--- config.mk ---
export PLATFORM = sky130hd
export DESIGN_NAME = tv_audio_volume_mute_control
export DESIGN_NICKNAME = d
export VERILOG_FILES = /design/src/design/tv_audio_pkg.sv /design/src/design/tv_audio_volume_mute_control.sv
export SDC_FILE = /design/constraint.sdc
export NUM_CORES = 1
export LEC_CHECK = 0
export BUFFER_PORTS_ARGS = -buffer_cell sky130_fd_sc_hd__buf_4
export CORE_MARGIN = 2
export CORE_UTILIZATION = 52
export DETAILED_ROUTE_END_ITERATION = 16
export GPL_TIMING_DRIVEN = 0
export HOLD_SLACK_MARGIN = 0.15
export PLACE_DENSITY = 0.81
export SLEW_MARGIN = 15
export SYNTH_ARGS = -nofsm -noshare
export SYNTH_HDL_FRONTEND = slang
export SYNTH_SLANG_ARGS = --single-unit
--- constraint.sdc ---
create_clock -name clk -period 2.56 [get_ports clk]
set_input_delay 0.512 -clock clk [delete_from_list [all_inputs] [get_ports clk]]
set_output_delay 0.512 -clock clk [all_outputs]
set_load 0.02 [all_outputs]
--- src/design/tv_audio_pkg.sv ---
package tv_audio_pkg;

  // ----------------------------------------------------------------
  // Register map (byte index on the plain register port)
  // ----------------------------------------------------------------
  localparam logic [2:0] FIRST_CONTROL_BYTE_ADDR = 3'h0;  // Volume, mute, deferral
  localparam logic [2:0] SECOND_CONTROL_BYTE_ADDR = 3'h1; // TV audio select
  localparam logic [2:0] THIRD_CONTROL_BYTE_ADDR = 3'h2;  // VCR audio select
  localparam logic [2:0] FOURTH_CONTROL_BYTE_ADDR = 3'h3; // AUX audio select
  localparam logic [2:0] FIFTH_CONTROL_BYTE_ADDR = 3'h4;  // Mute, logic bits
  localparam logic [2:0] STATUS_BYTE_ADDR = 3'h5;         // Read-only status

  // ----------------------------------------------------------------
  // Field positions
  // ----------------------------------------------------------------
  localparam int COARSE_MSB = 7;      // Coarse volume code, first byte
  localparam int COARSE_LSB = 5;
  localparam int FINE_MSB = 4;        // Fine volume code, first byte
  localparam int FINE_LSB = 2;
  localparam int MUTE_BIT_FIRST = 1;  // Mute request, first byte
  localparam int ZCE_BIT = 0;         // Zero-cross enable, first byte
  localparam int MUTE_BIT_FIFTH = 7;  // Mute request, fifth byte
  localparam int SELECT_MSB = 2;      // Audio select code, bytes 2 to 4
  localparam int SELECT_LSB = 0;
  localparam int LOGIC_MSB = 3;       // Logic output bits, fifth byte
  localparam int ZC_FLAG_BIT = 5;     // Zero-cross flag, status byte
  localparam int POWER_OK_BIT = 4;    // Power-on detect, status byte

  // ----------------------------------------------------------------
  // Values after reset and fixed figures
  // ----------------------------------------------------------------
  localparam logic [7:0] CONTROL_BYTE_RESET = 8'h00;
  localparam logic [2:0] LAST_INPUT_PAIR = 3'h4;       // Codes above mute the pair
  localparam logic [5:0] COARSE_STEP_DB = 6'h08;       // 8 dB per coarse step
  localparam logic signed [7:0] BUFFER_GAIN_DB = 8'sh06;   // Normal +6 dB
  localparam logic signed [7:0] BUFFER_MUTE_DB = -8'sh50;  // Mute -80 dB
  localparam int UNMUTE_WAIT_US = 360;                 // Host wait before un-mute
  localparam int NUM_OUTPUT_PAIRS = 3;                 // TV, VCR, AUX

  // ----------------------------------------------------------------
  // Carriers
  // ----------------------------------------------------------------
  // Routing of one stereo output pair
  typedef struct packed {
    logic [2:0] input_pair;  // 0..4 selects input pair one to five
    logic pair_mute;         // Pair silenced by select code
  } route_s;

  // Applied TV audio volume and buffer state
  typedef struct packed {
    logic [5:0] coarse_atten_db;  // 0..56 dB
    logic [2:0] fine_atten_db;    // 0..7 dB
    logic tv_mute;                // Output buffer in mute
    logic signed [7:0] buffer_gain_db;
  } tv_volume_s;

endpackage : tv_audio_pkg

--- src/design/tv_audio_volume_mute_control.sv ---
`timescale 1ns/10ps
module tv_audio_volume_mute_control #(
  parameter int ADDR_W = 3  // Register address width
) (
  input wire logic clk,
  input wire logic rst,
  input wire logic [ADDR_W-1:0] reg_addr,
  input wire logic [7:0] reg_wdata,
  input wire logic reg_wr,
  input wire logic reg_rd,
  output logic [7:0] reg_rdata,
  input wire logic zero_cross_pin,
  output tv_audio_pkg::route_s [tv_audio_pkg::NUM_OUTPUT_PAIRS-1:0] route_out,
  output tv_audio_pkg::tv_volume_s tv_volume,
  output logic [3:0] logic_out_bits,
  output logic zero_cross_flag
);

  // ----------------------------------------------------------------
  // Elaboration checks
  // ----------------------------------------------------------------
  // Address must reach the status byte
  if (ADDR_W < 3) begin : g_addr_check
    $error("ADDR_W must be at least 3");
  end

  // ----------------------------------------------------------------
  // Declarations
  // ----------------------------------------------------------------
  logic [2:0] coarse_req_r;   // Written coarse code
  logic [2:0] fine_req_r;     // Written fine code
  logic mute_req_r;           // Single shared mute request
  logic zce_r;                // Zero-cross deferral enable
  logic [7:0] select_r [tv_audio_pkg::NUM_OUTPUT_PAIRS];  // Select bytes
  logic [3:0] logic_bits_r;   // Logic output bits
  logic pending_r;            // Deferred setting waiting
  logic zc_flag_r;            // Status flag
  logic [7:0] rdata_r;        // Read data register
  logic zc_s1_r;              // Synchroniser stage one
  logic zc_s2_r;              // Synchroniser stage two
  logic zc_s3_r;              // Synchroniser stage three
  logic zc_level_r;           // Filtered crossing level
  tv_audio_pkg::tv_volume_s volume_r;  // Applied volume state
  tv_audio_pkg::route_s [tv_audio_pkg::NUM_OUTPUT_PAIRS-1:0] route_r;  // Routing

  // ----------------------------------------------------------------
  // Address decode
  // ----------------------------------------------------------------
  wire [2:0] addr_lo = reg_addr[2:0];  // Byte index
  wire addr_hi_zero = (reg_addr >> 3) == '0;  // Upper bits must be clear
  wire sel_first = addr_hi_zero && (addr_lo == tv_audio_pkg::FIRST_CONTROL_BYTE_ADDR);
  wire sel_fifth = addr_hi_zero && (addr_lo == tv_audio_pkg::FIFTH_CONTROL_BYTE_ADDR);
  wire sel_status = addr_hi_zero && (addr_lo == tv_audio_pkg::STATUS_BYTE_ADDR);
  wire wr_first = reg_wr && sel_first;  // First byte written
  wire wr_fifth = reg_wr && sel_fifth;  // Fifth byte written
  // Any volume or mute instruction
  wire vol_wr = wr_first || wr_fifth;

  // ----------------------------------------------------------------
  // Next requested setting
  // ----------------------------------------------------------------
  // Coarse code from first byte
  wire [2:0] coarse_nxt = wr_first ?
    reg_wdata[tv_audio_pkg::COARSE_MSB:tv_audio_pkg::COARSE_LSB] : coarse_req_r;
  // Fine code from first byte
  wire [2:0] fine_nxt = wr_first ?
    reg_wdata[tv_audio_pkg::FINE_MSB:tv_audio_pkg::FINE_LSB] : fine_req_r;
  wire mute_nxt = wr_first ? reg_wdata[tv_audio_pkg::MUTE_BIT_FIRST] :
    (wr_fifth ? reg_wdata[tv_audio_pkg::MUTE_BIT_FIFTH] : mute_req_r);
  wire zce_nxt = wr_first ? reg_wdata[tv_audio_pkg::ZCE_BIT] : zce_r;

  // ----------------------------------------------------------------
  // Zero-cross detection
  // ----------------------------------------------------------------
  // Crossing counts once stages two and three agree
  wire zc_stable = (zc_s2_r == zc_s3_r);
  // Rising edge of the filtered level
  wire zc_event = zc_stable && zc_s3_r && !zc_level_r;

  // ----------------------------------------------------------------
  // Apply decision
  // ----------------------------------------------------------------
  // defer to crossing
  wire apply_now = vol_wr ? (!zce_nxt || zc_event) : (pending_r && zc_event);

  // Volume state to be applied
  // coarse n times 8 dB
  wire [5:0] coarse_db_nxt = 6'(coarse_nxt * tv_audio_pkg::COARSE_STEP_DB);
  wire signed [7:0] gain_nxt = mute_nxt ? tv_audio_pkg::BUFFER_MUTE_DB :
    tv_audio_pkg::BUFFER_GAIN_DB;

  // ----------------------------------------------------------------
  // Read data mux
  // ----------------------------------------------------------------
  // First byte reads back as written, except the mute bit, which a fifth byte write also writes
  wire [7:0] first_rd = {coarse_req_r, fine_req_r, mute_req_r, zce_r};
  // Fifth byte holds mute and logic bits
  wire [7:0] fifth_rd = {mute_req_r, 3'h0, logic_bits_r};
  wire [7:0] status_rd = {2'h0, zc_flag_r, 1'h1, 4'h0};
  // Select bytes by index, unmapped reads zero
  wire [7:0] rd_mux =
    sel_first ? first_rd :
    sel_fifth ? fifth_rd :
    sel_status ? status_rd :
    (addr_hi_zero && addr_lo == tv_audio_pkg::SECOND_CONTROL_BYTE_ADDR) ? select_r[0] :
    (addr_hi_zero && addr_lo == tv_audio_pkg::THIRD_CONTROL_BYTE_ADDR) ? select_r[1] :
    (addr_hi_zero && addr_lo == tv_audio_pkg::FOURTH_CONTROL_BYTE_ADDR) ? select_r[2] :
    8'h00;

  // ----------------------------------------------------------------
  // Zero-cross synchroniser and filter
  // ----------------------------------------------------------------
  // Three stages from the pin
  always_ff @(posedge clk) begin
    if (rst) begin
      zc_s1_r <= 1'b0;
      zc_s2_r <= 1'b0;
      zc_s3_r <= 1'b0;
    end else begin
      zc_s1_r <= zero_cross_pin;
      zc_s2_r <= zc_s1_r;
      zc_s3_r <= zc_s2_r;
    end
  end

  // Filtered level follows agreed stages
  always_ff @(posedge clk) begin
    if (rst) begin
      zc_level_r <= 1'b0;
    end else if (zc_stable) begin
      zc_level_r <= zc_s3_r;
    end
  end

  // ----------------------------------------------------------------
  // Requested setting registers
  // ----------------------------------------------------------------
  // newest write replaces pending
  always_ff @(posedge clk) begin
    if (rst) begin
      coarse_req_r <= 3'h0;
      fine_req_r <= 3'h0;
      mute_req_r <= 1'b0;
      zce_r <= 1'b0;
    end else begin
      coarse_req_r <= coarse_nxt;
      fine_req_r <= fine_nxt;
      mute_req_r <= mute_nxt;
      zce_r <= zce_nxt;
    end
  end

  // Logic output bits from fifth byte
  always_ff @(posedge clk) begin
    if (rst) begin
      logic_bits_r <= 4'h0;
    end else if (wr_fifth) begin
      logic_bits_r <= reg_wdata[tv_audio_pkg::LOGIC_MSB:0];
    end
  end

  // ----------------------------------------------------------------
  // Pending and applied state
  // ----------------------------------------------------------------
  // Pending set by deferred write, cleared on apply
  always_ff @(posedge clk) begin
    if (rst) begin
      pending_r <= 1'b0;
    end else if (apply_now) begin
      pending_r <= 1'b0;
    end else if (vol_wr) begin
      pending_r <= 1'b1;
    end
  end

  // Applied volume changes only on apply
  // fine 0 to 7 dB
  always_ff @(posedge clk) begin
    if (rst) begin
      volume_r <= '{6'h00, 3'h0, 1'b0, tv_audio_pkg::BUFFER_GAIN_DB};
    end else if (apply_now) begin
      volume_r <= '{coarse_db_nxt, fine_nxt, mute_nxt, gain_nxt};
    end
  end

  // clear on write, set on apply
  always_ff @(posedge clk) begin
    if (rst) begin
      zc_flag_r <= 1'b0;
    end else if (apply_now) begin
      // Set wins over a same-cycle clear
      zc_flag_r <= 1'b1;
    end else if (vol_wr) begin
      zc_flag_r <= 1'b0;
    end
  end

  // ----------------------------------------------------------------
  // Output pair routing
  // ----------------------------------------------------------------
  for (genvar p = 0; p < tv_audio_pkg::NUM_OUTPUT_PAIRS; p++) begin : g_pair
    // Select byte for this pair
    wire sel_pair = addr_hi_zero && (addr_lo == 3'(p + 1));
    wire [2:0] code = select_r[p][tv_audio_pkg::SELECT_MSB:tv_audio_pkg::SELECT_LSB];

    // Store written select byte
    always_ff @(posedge clk) begin
      if (rst) begin
        select_r[p] <= tv_audio_pkg::CONTROL_BYTE_RESET;
      end else if (reg_wr && sel_pair) begin
        select_r[p] <= reg_wdata;
      end
    end

    always_ff @(posedge clk) begin
      if (rst) begin
        route_r[p] <= '{3'h0, 1'b0};
      end else begin
        route_r[p] <= '{code, code > tv_audio_pkg::LAST_INPUT_PAIR};
      end
    end
  end

  // ----------------------------------------------------------------
  // Register read port
  // ----------------------------------------------------------------
  // Data stands only in the cycle after the strobe
  always_ff @(posedge clk) begin
    if (rst) begin
      rdata_r <= 8'h00;
    end else begin
      rdata_r <= reg_rd ? rd_mux : 8'h00;
    end
  end

  // ----------------------------------------------------------------
  // Outputs
  // ----------------------------------------------------------------
  assign reg_rdata = rdata_r;
  assign route_out = route_r;
  assign tv_volume = volume_r;
  assign logic_out_bits = logic_bits_r;
  assign zero_cross_flag = zc_flag_r;

endmodule : tv_audio_volume_mute_control

Yosys cells after proc, flatten, opt, wreduce, memory -nomap -nowiden
Memory sizes are Yosys's and may differ from the RTL's.
Index checks and enable logic that the tools add are counted.
{"block": "word_totals", "mem_count": 1, "elab_cells": 81, "mem_bits_rw": 24, "in_bits": 16, "output_inout_bits": 43, "regBits": 53}
{"name": "select_r", "depth": 3, "word_bits": 8, "read_ports": 3, "rd_clocked_by_memory_dff": 0, "write_ports": 3, "line_no": "tv_audio_volume_mute_control.sv:34", "text": "logic [7:0] select_r [tv_audio_pkg::NUM_OUTPUT_PAIRS];"}
{"block": "classes", "bitwise": 4, "mux": 29, "n_lt_le_gt_ge": 3, "n_reduce_logical": 16, "n_eq_ne": 6}
{"cell": "$mux 8", "count": 10}
{"cell": "$mux 1", "count": 17}
{"cell": "$gt 3x3->1 const B", "count": 3}
{"cell": "$logic_and 1x1->1", "count": 8}
{"cell": "$eq 3x2->1 const B", "count": 2}
{"cell": "$eq 3x3->1 const B", "count": 2}
{"cell": "$mux 3", "count": 2}
{"cell": "$reduce_or 2->1", "count": 2}
{"cell": "$eq 3x1->1 const B", "count": 1}
{"cell": "$logic_not 3->1", "count": 1}
{"cell": "$or 1x1->1", "count": 3}
{"cell": "$logic_not 1->1", "count": 2}
{"cell": "$logic_or 1x1->1", "count": 2}
{"cell": "$reduce_bool 2->1", "count": 1}
{"cell": "$eq 1x1->1", "count": 1}
{"cell": "$not 1->1", "count": 1}

Depth between registers and ports, before layout
{"block": "logic_depth", "word_depth": 7, "ltp_mapped": 6, "ltp_nobuf": 5}

Least setup slack after synthesis
OpenSTA, ideal clock, no wires.
{"block": "synth_path", "path_kind": "input to register", "from": "input reg_addr[1]", "to": "memory select_r[1][0] (enable)", "t_arrival_ns": 1.394, "n_path_buf": 2, "slack_ns": 0.791, "cell_stages": 4, "required_ns": 2.185, "setup_ns": 0.375, "cell_sequence": "buf_4 buf_2 nand2_1 o21bai_1"}
{"element": "start: declaration", "line_no": "tv_audio_volume_mute_control.sv:7", "text": "input wire logic [ADDR_W-1:0] reg_addr,"}
{"element": "end: declaration", "line_no": "tv_audio_volume_mute_control.sv:34"}

==> impl_results.md <==
- CTS max path bufs: 2
- Area grow syn2layout: 23.9%
- Pwr Density: 666 mW/mm^2
- Slew Limit Fails: 0
- Hold crit path type: input pin to register
- Actual slew at the worst max-slew pin: 0.860 ns
- Initial antenna violation count: 0
- Avg Cell Area, Syn: 12.0 sq um
- # diodes: 0
- Via count: 1953
- Post-CTS Hold Buffers: 0
- VDD IR-drop max: 0.337 mV
- Post-route minimum period: 1.89 ns
- CTS resizes: 0
- Worst path slowest cell: o21bai_1
- Slowest stage delay, CP: 0.44 ns
- Distinct cells, synth: 34
- Yosys reg bits: 70
- CTS root buf: clkbuf_8
- Crit path from: rst
- Core ar.: 0.00541 sq mm
- Die height: 78.3 microns
- Drc violations: 0
- Via density: 5.10
- Port Buffers: 50
- Synth top area cells: dfxtp_1 (32%), edfxtp_1 (25%), and2_1 (5.4%)
- Critical Path AT: 1.85 ns
- Leakage: 1.42 nW
- Cells on worst reg2reg path: 5
- GRT Util Overall: 0.208
- Unrepaired setup endpoints after global routing: false
- Clk_lat worst skew: 0.34 ns
- Global route overflow: 0
- Row cnt: 27
- RR Startpoint: zc_s3_r$_SDFF_PP0_
- Starting density of the core: 0.531
- Yosys warning count: 0
- Worst endpoint required time: 2.52 ns
- CP Max Fanout: 10
- Max_cap viols: 0
- Critical Path Sink: select_r[1][4]$_SDFFCE_PN0P_
- Final Setup Violations: 0
- Final ANT Viol Nets: 0
- Clock H-tree levels: 3
- CTS Sinks: 70
- First DRT Iteration DRCs: 78
- Share of cells above drive strength 1: 0.328
- Post-Place Worst Slack: 0.334 ns
- IO Pins: 59
- Slew headroom: 0.426
- TritonCTS clock tree: built
- Largest net degree at the start of global routing: 12
- Status: finished, final reports clean
- Final worst-path cycle share: 0.738
- RR Endpoint: tv_volume[17]$_SDFFE_PP0P_
- Crit path launch type: input pin
- First-pass DRT Iterations: 4
- Clock transition at path regs: 0.07 ns
- Most frequent cells in the layout: buf_4 (61), dfxtp_1 (46), and2_1 (25), edfxtp_1 (24), nor2_1 (21)
- Crit-path cells: buf_4 > clkbuf_1 > buf_2 > o21bai_1
- Sequential area share after synthesis: 0.572
- First-pass GRT wire length: 9.42 mm
- Cell count after synthesis: 240
- Wire length per cell: 15.0 microns
- Gpl congestion: 0.802
- Setup Skew: 0.00769 ns
- WS Path Type: input pin to register
- Crit end category: register
- Setup Buffers After CTS: 0
- Final wirelength: 5.76 mm
- Max Clk Rate: 529 MHz
- Die W: 78.3 microns
- Setup TNS: 0 ns
- R2R setup slack: 1.20 ns
- Num CTS Buffers: 9
- DP HPWL: 4.28 mm
- Final WS setup: 0.670 ns
- Final Hold Viols: 0
- Net count, final: 323
- Post-synth top area share: 0.321
- Full die area: 0.00613 sq mm
- Yosys top cell by area: dfxtp_1
- Most common cell after layout, fill and taps aside: buf_4
- Netlist Area Pre-Place: 0.00287 sq mm
- Vias in the first global route: 1923
cell usage after synthesis:
library cell   n
nor3_1         3
inv_1          1
nor2_4         1
nand2_1        3
o21bai_1       1
buf_4         11
nand2b_1      10
nand3_1        8
o21ai_0        5
nand3b_1       1
edfxtp_1      24
a21oi_2        1
mux4_2         6
clkbuf_1       5
o21ai_1        1
a22oi_4        1
a211oi_2       8
a21oi_1        8
conb_1         1
nor3b_1        2
dfxtp_1       46
and3_1         1
buf_6          3
buf_2          4
and2_1        25
o21a_1         4
ha_1           1
mux2i_1       15
or3b_4         1
buf_1          1
mux2_2         1
nor2_1        21
nor2_2         1
nor2b_1       15
worst min path at each step:
| stage | startpoint | to | cells past startpoint |
|---|---|---|---|
| 2_1_floorplan | zc_s1_r$_SDFF_PP0_ | zc_s2_r$_SDFF_PP0_ | 1 |
| 3_3_place_gp | zc_s1_r$_SDFF_PP0_ | zc_s2_r$_SDFF_PP0_ | 1 |
| 3_5_place_dp | zc_s1_r$_SDFF_PP0_ | zc_s2_r$_SDFF_PP0_ | 1 |
| 4_1_cts | zero_cross_pin | zc_s1_r$_SDFF_PP0_ | 2 |
| 5_1_grt | rst | route_out[11]$_SDFF_PP0_ | 2 |
| 6_report | zero_cross_pin | zc_s1_r$_SDFF_PP0_ | 2 |
sequential cells by signal, summed over array words and instances (netlist names):
signal and count:
reg_rdata 8, route_out 12, fine_req_r 3, select_r 24, tv_volume 8, zc_s1_r 1
zero_cross_flag 1, zce_r 1, logic_out_bits 4, zc_s3_r 1, pending_r 1, coarse_req_r 3
zc_level_r 1, mute_req_r 1, zc_s2_r 1
layer usage:
metal  vias up  wire length, microns  global-route usage
met1       917                  2460               0.259
met5         -                     0                   0
met2        83                  2740               0.326
met3         9                   480              0.0609
met4         0                    80               0.111
li1        944                     -                   -
final cells by class:
type	count	area, sq um
clock buffers	13	159
flip-flops and latches	70	1640
multi-input cells	150	1080
clock inverters	3	42.5
well taps	72	90.1
plain buffers	24	159
inverters	1	3.75
fillers	447	1850
repair buffers	50	375
kinds of logic (layout without fill, tap and decap cells):
| logic type | count (synthesis) | in the layout | share of synthesized area |
|---|---|---|---|
| and+or+nand+nor | 92 | 92 | 0.180 |
| muxes | 22 | 22 | 0.103 |
| buffers and inverters | 25 | 91 | 0.0567 |
| DFF | 70 | 70 | 0.572 |
| other | 1 | 6 | 0.00131 |
| adders and majority gates | 1 | 1 | 0.00436 |
| AOI/OAI and AO/OA | 29 | 29 | 0.0828 |
worst max-delay path, delay by kind of cell:
kind / cells / cell delay [ns]
buffers and inverters: 3 / 0.89
AO/OA/AOI/OAI: 1 / 0.44
stage by stage:
stage	instances	utilization	hold WS (ns)	area, sq um	total power, mW
floorplan	245	-	0.414	2890	1.41
global placement	367	0.621	0.422	3350	1.50
detailed placement	367	0.621	0.422	3350	1.51
CTS	383	0.658	0.370	3560	2.39
global route	383	0.658	0.375	3560	2.47
finish	383	0.658	0.389	3560	2.37
power by group:
part | total (mW) | internal, mW | switching, mW
clock network | 0.884 | 0.502 | 0.381
logic | 0.255 | 0.115 | 0.139
registers | 1.23 | 1.20 | 0.0250
No activity file was read; power rests on OpenSTA's default activity.
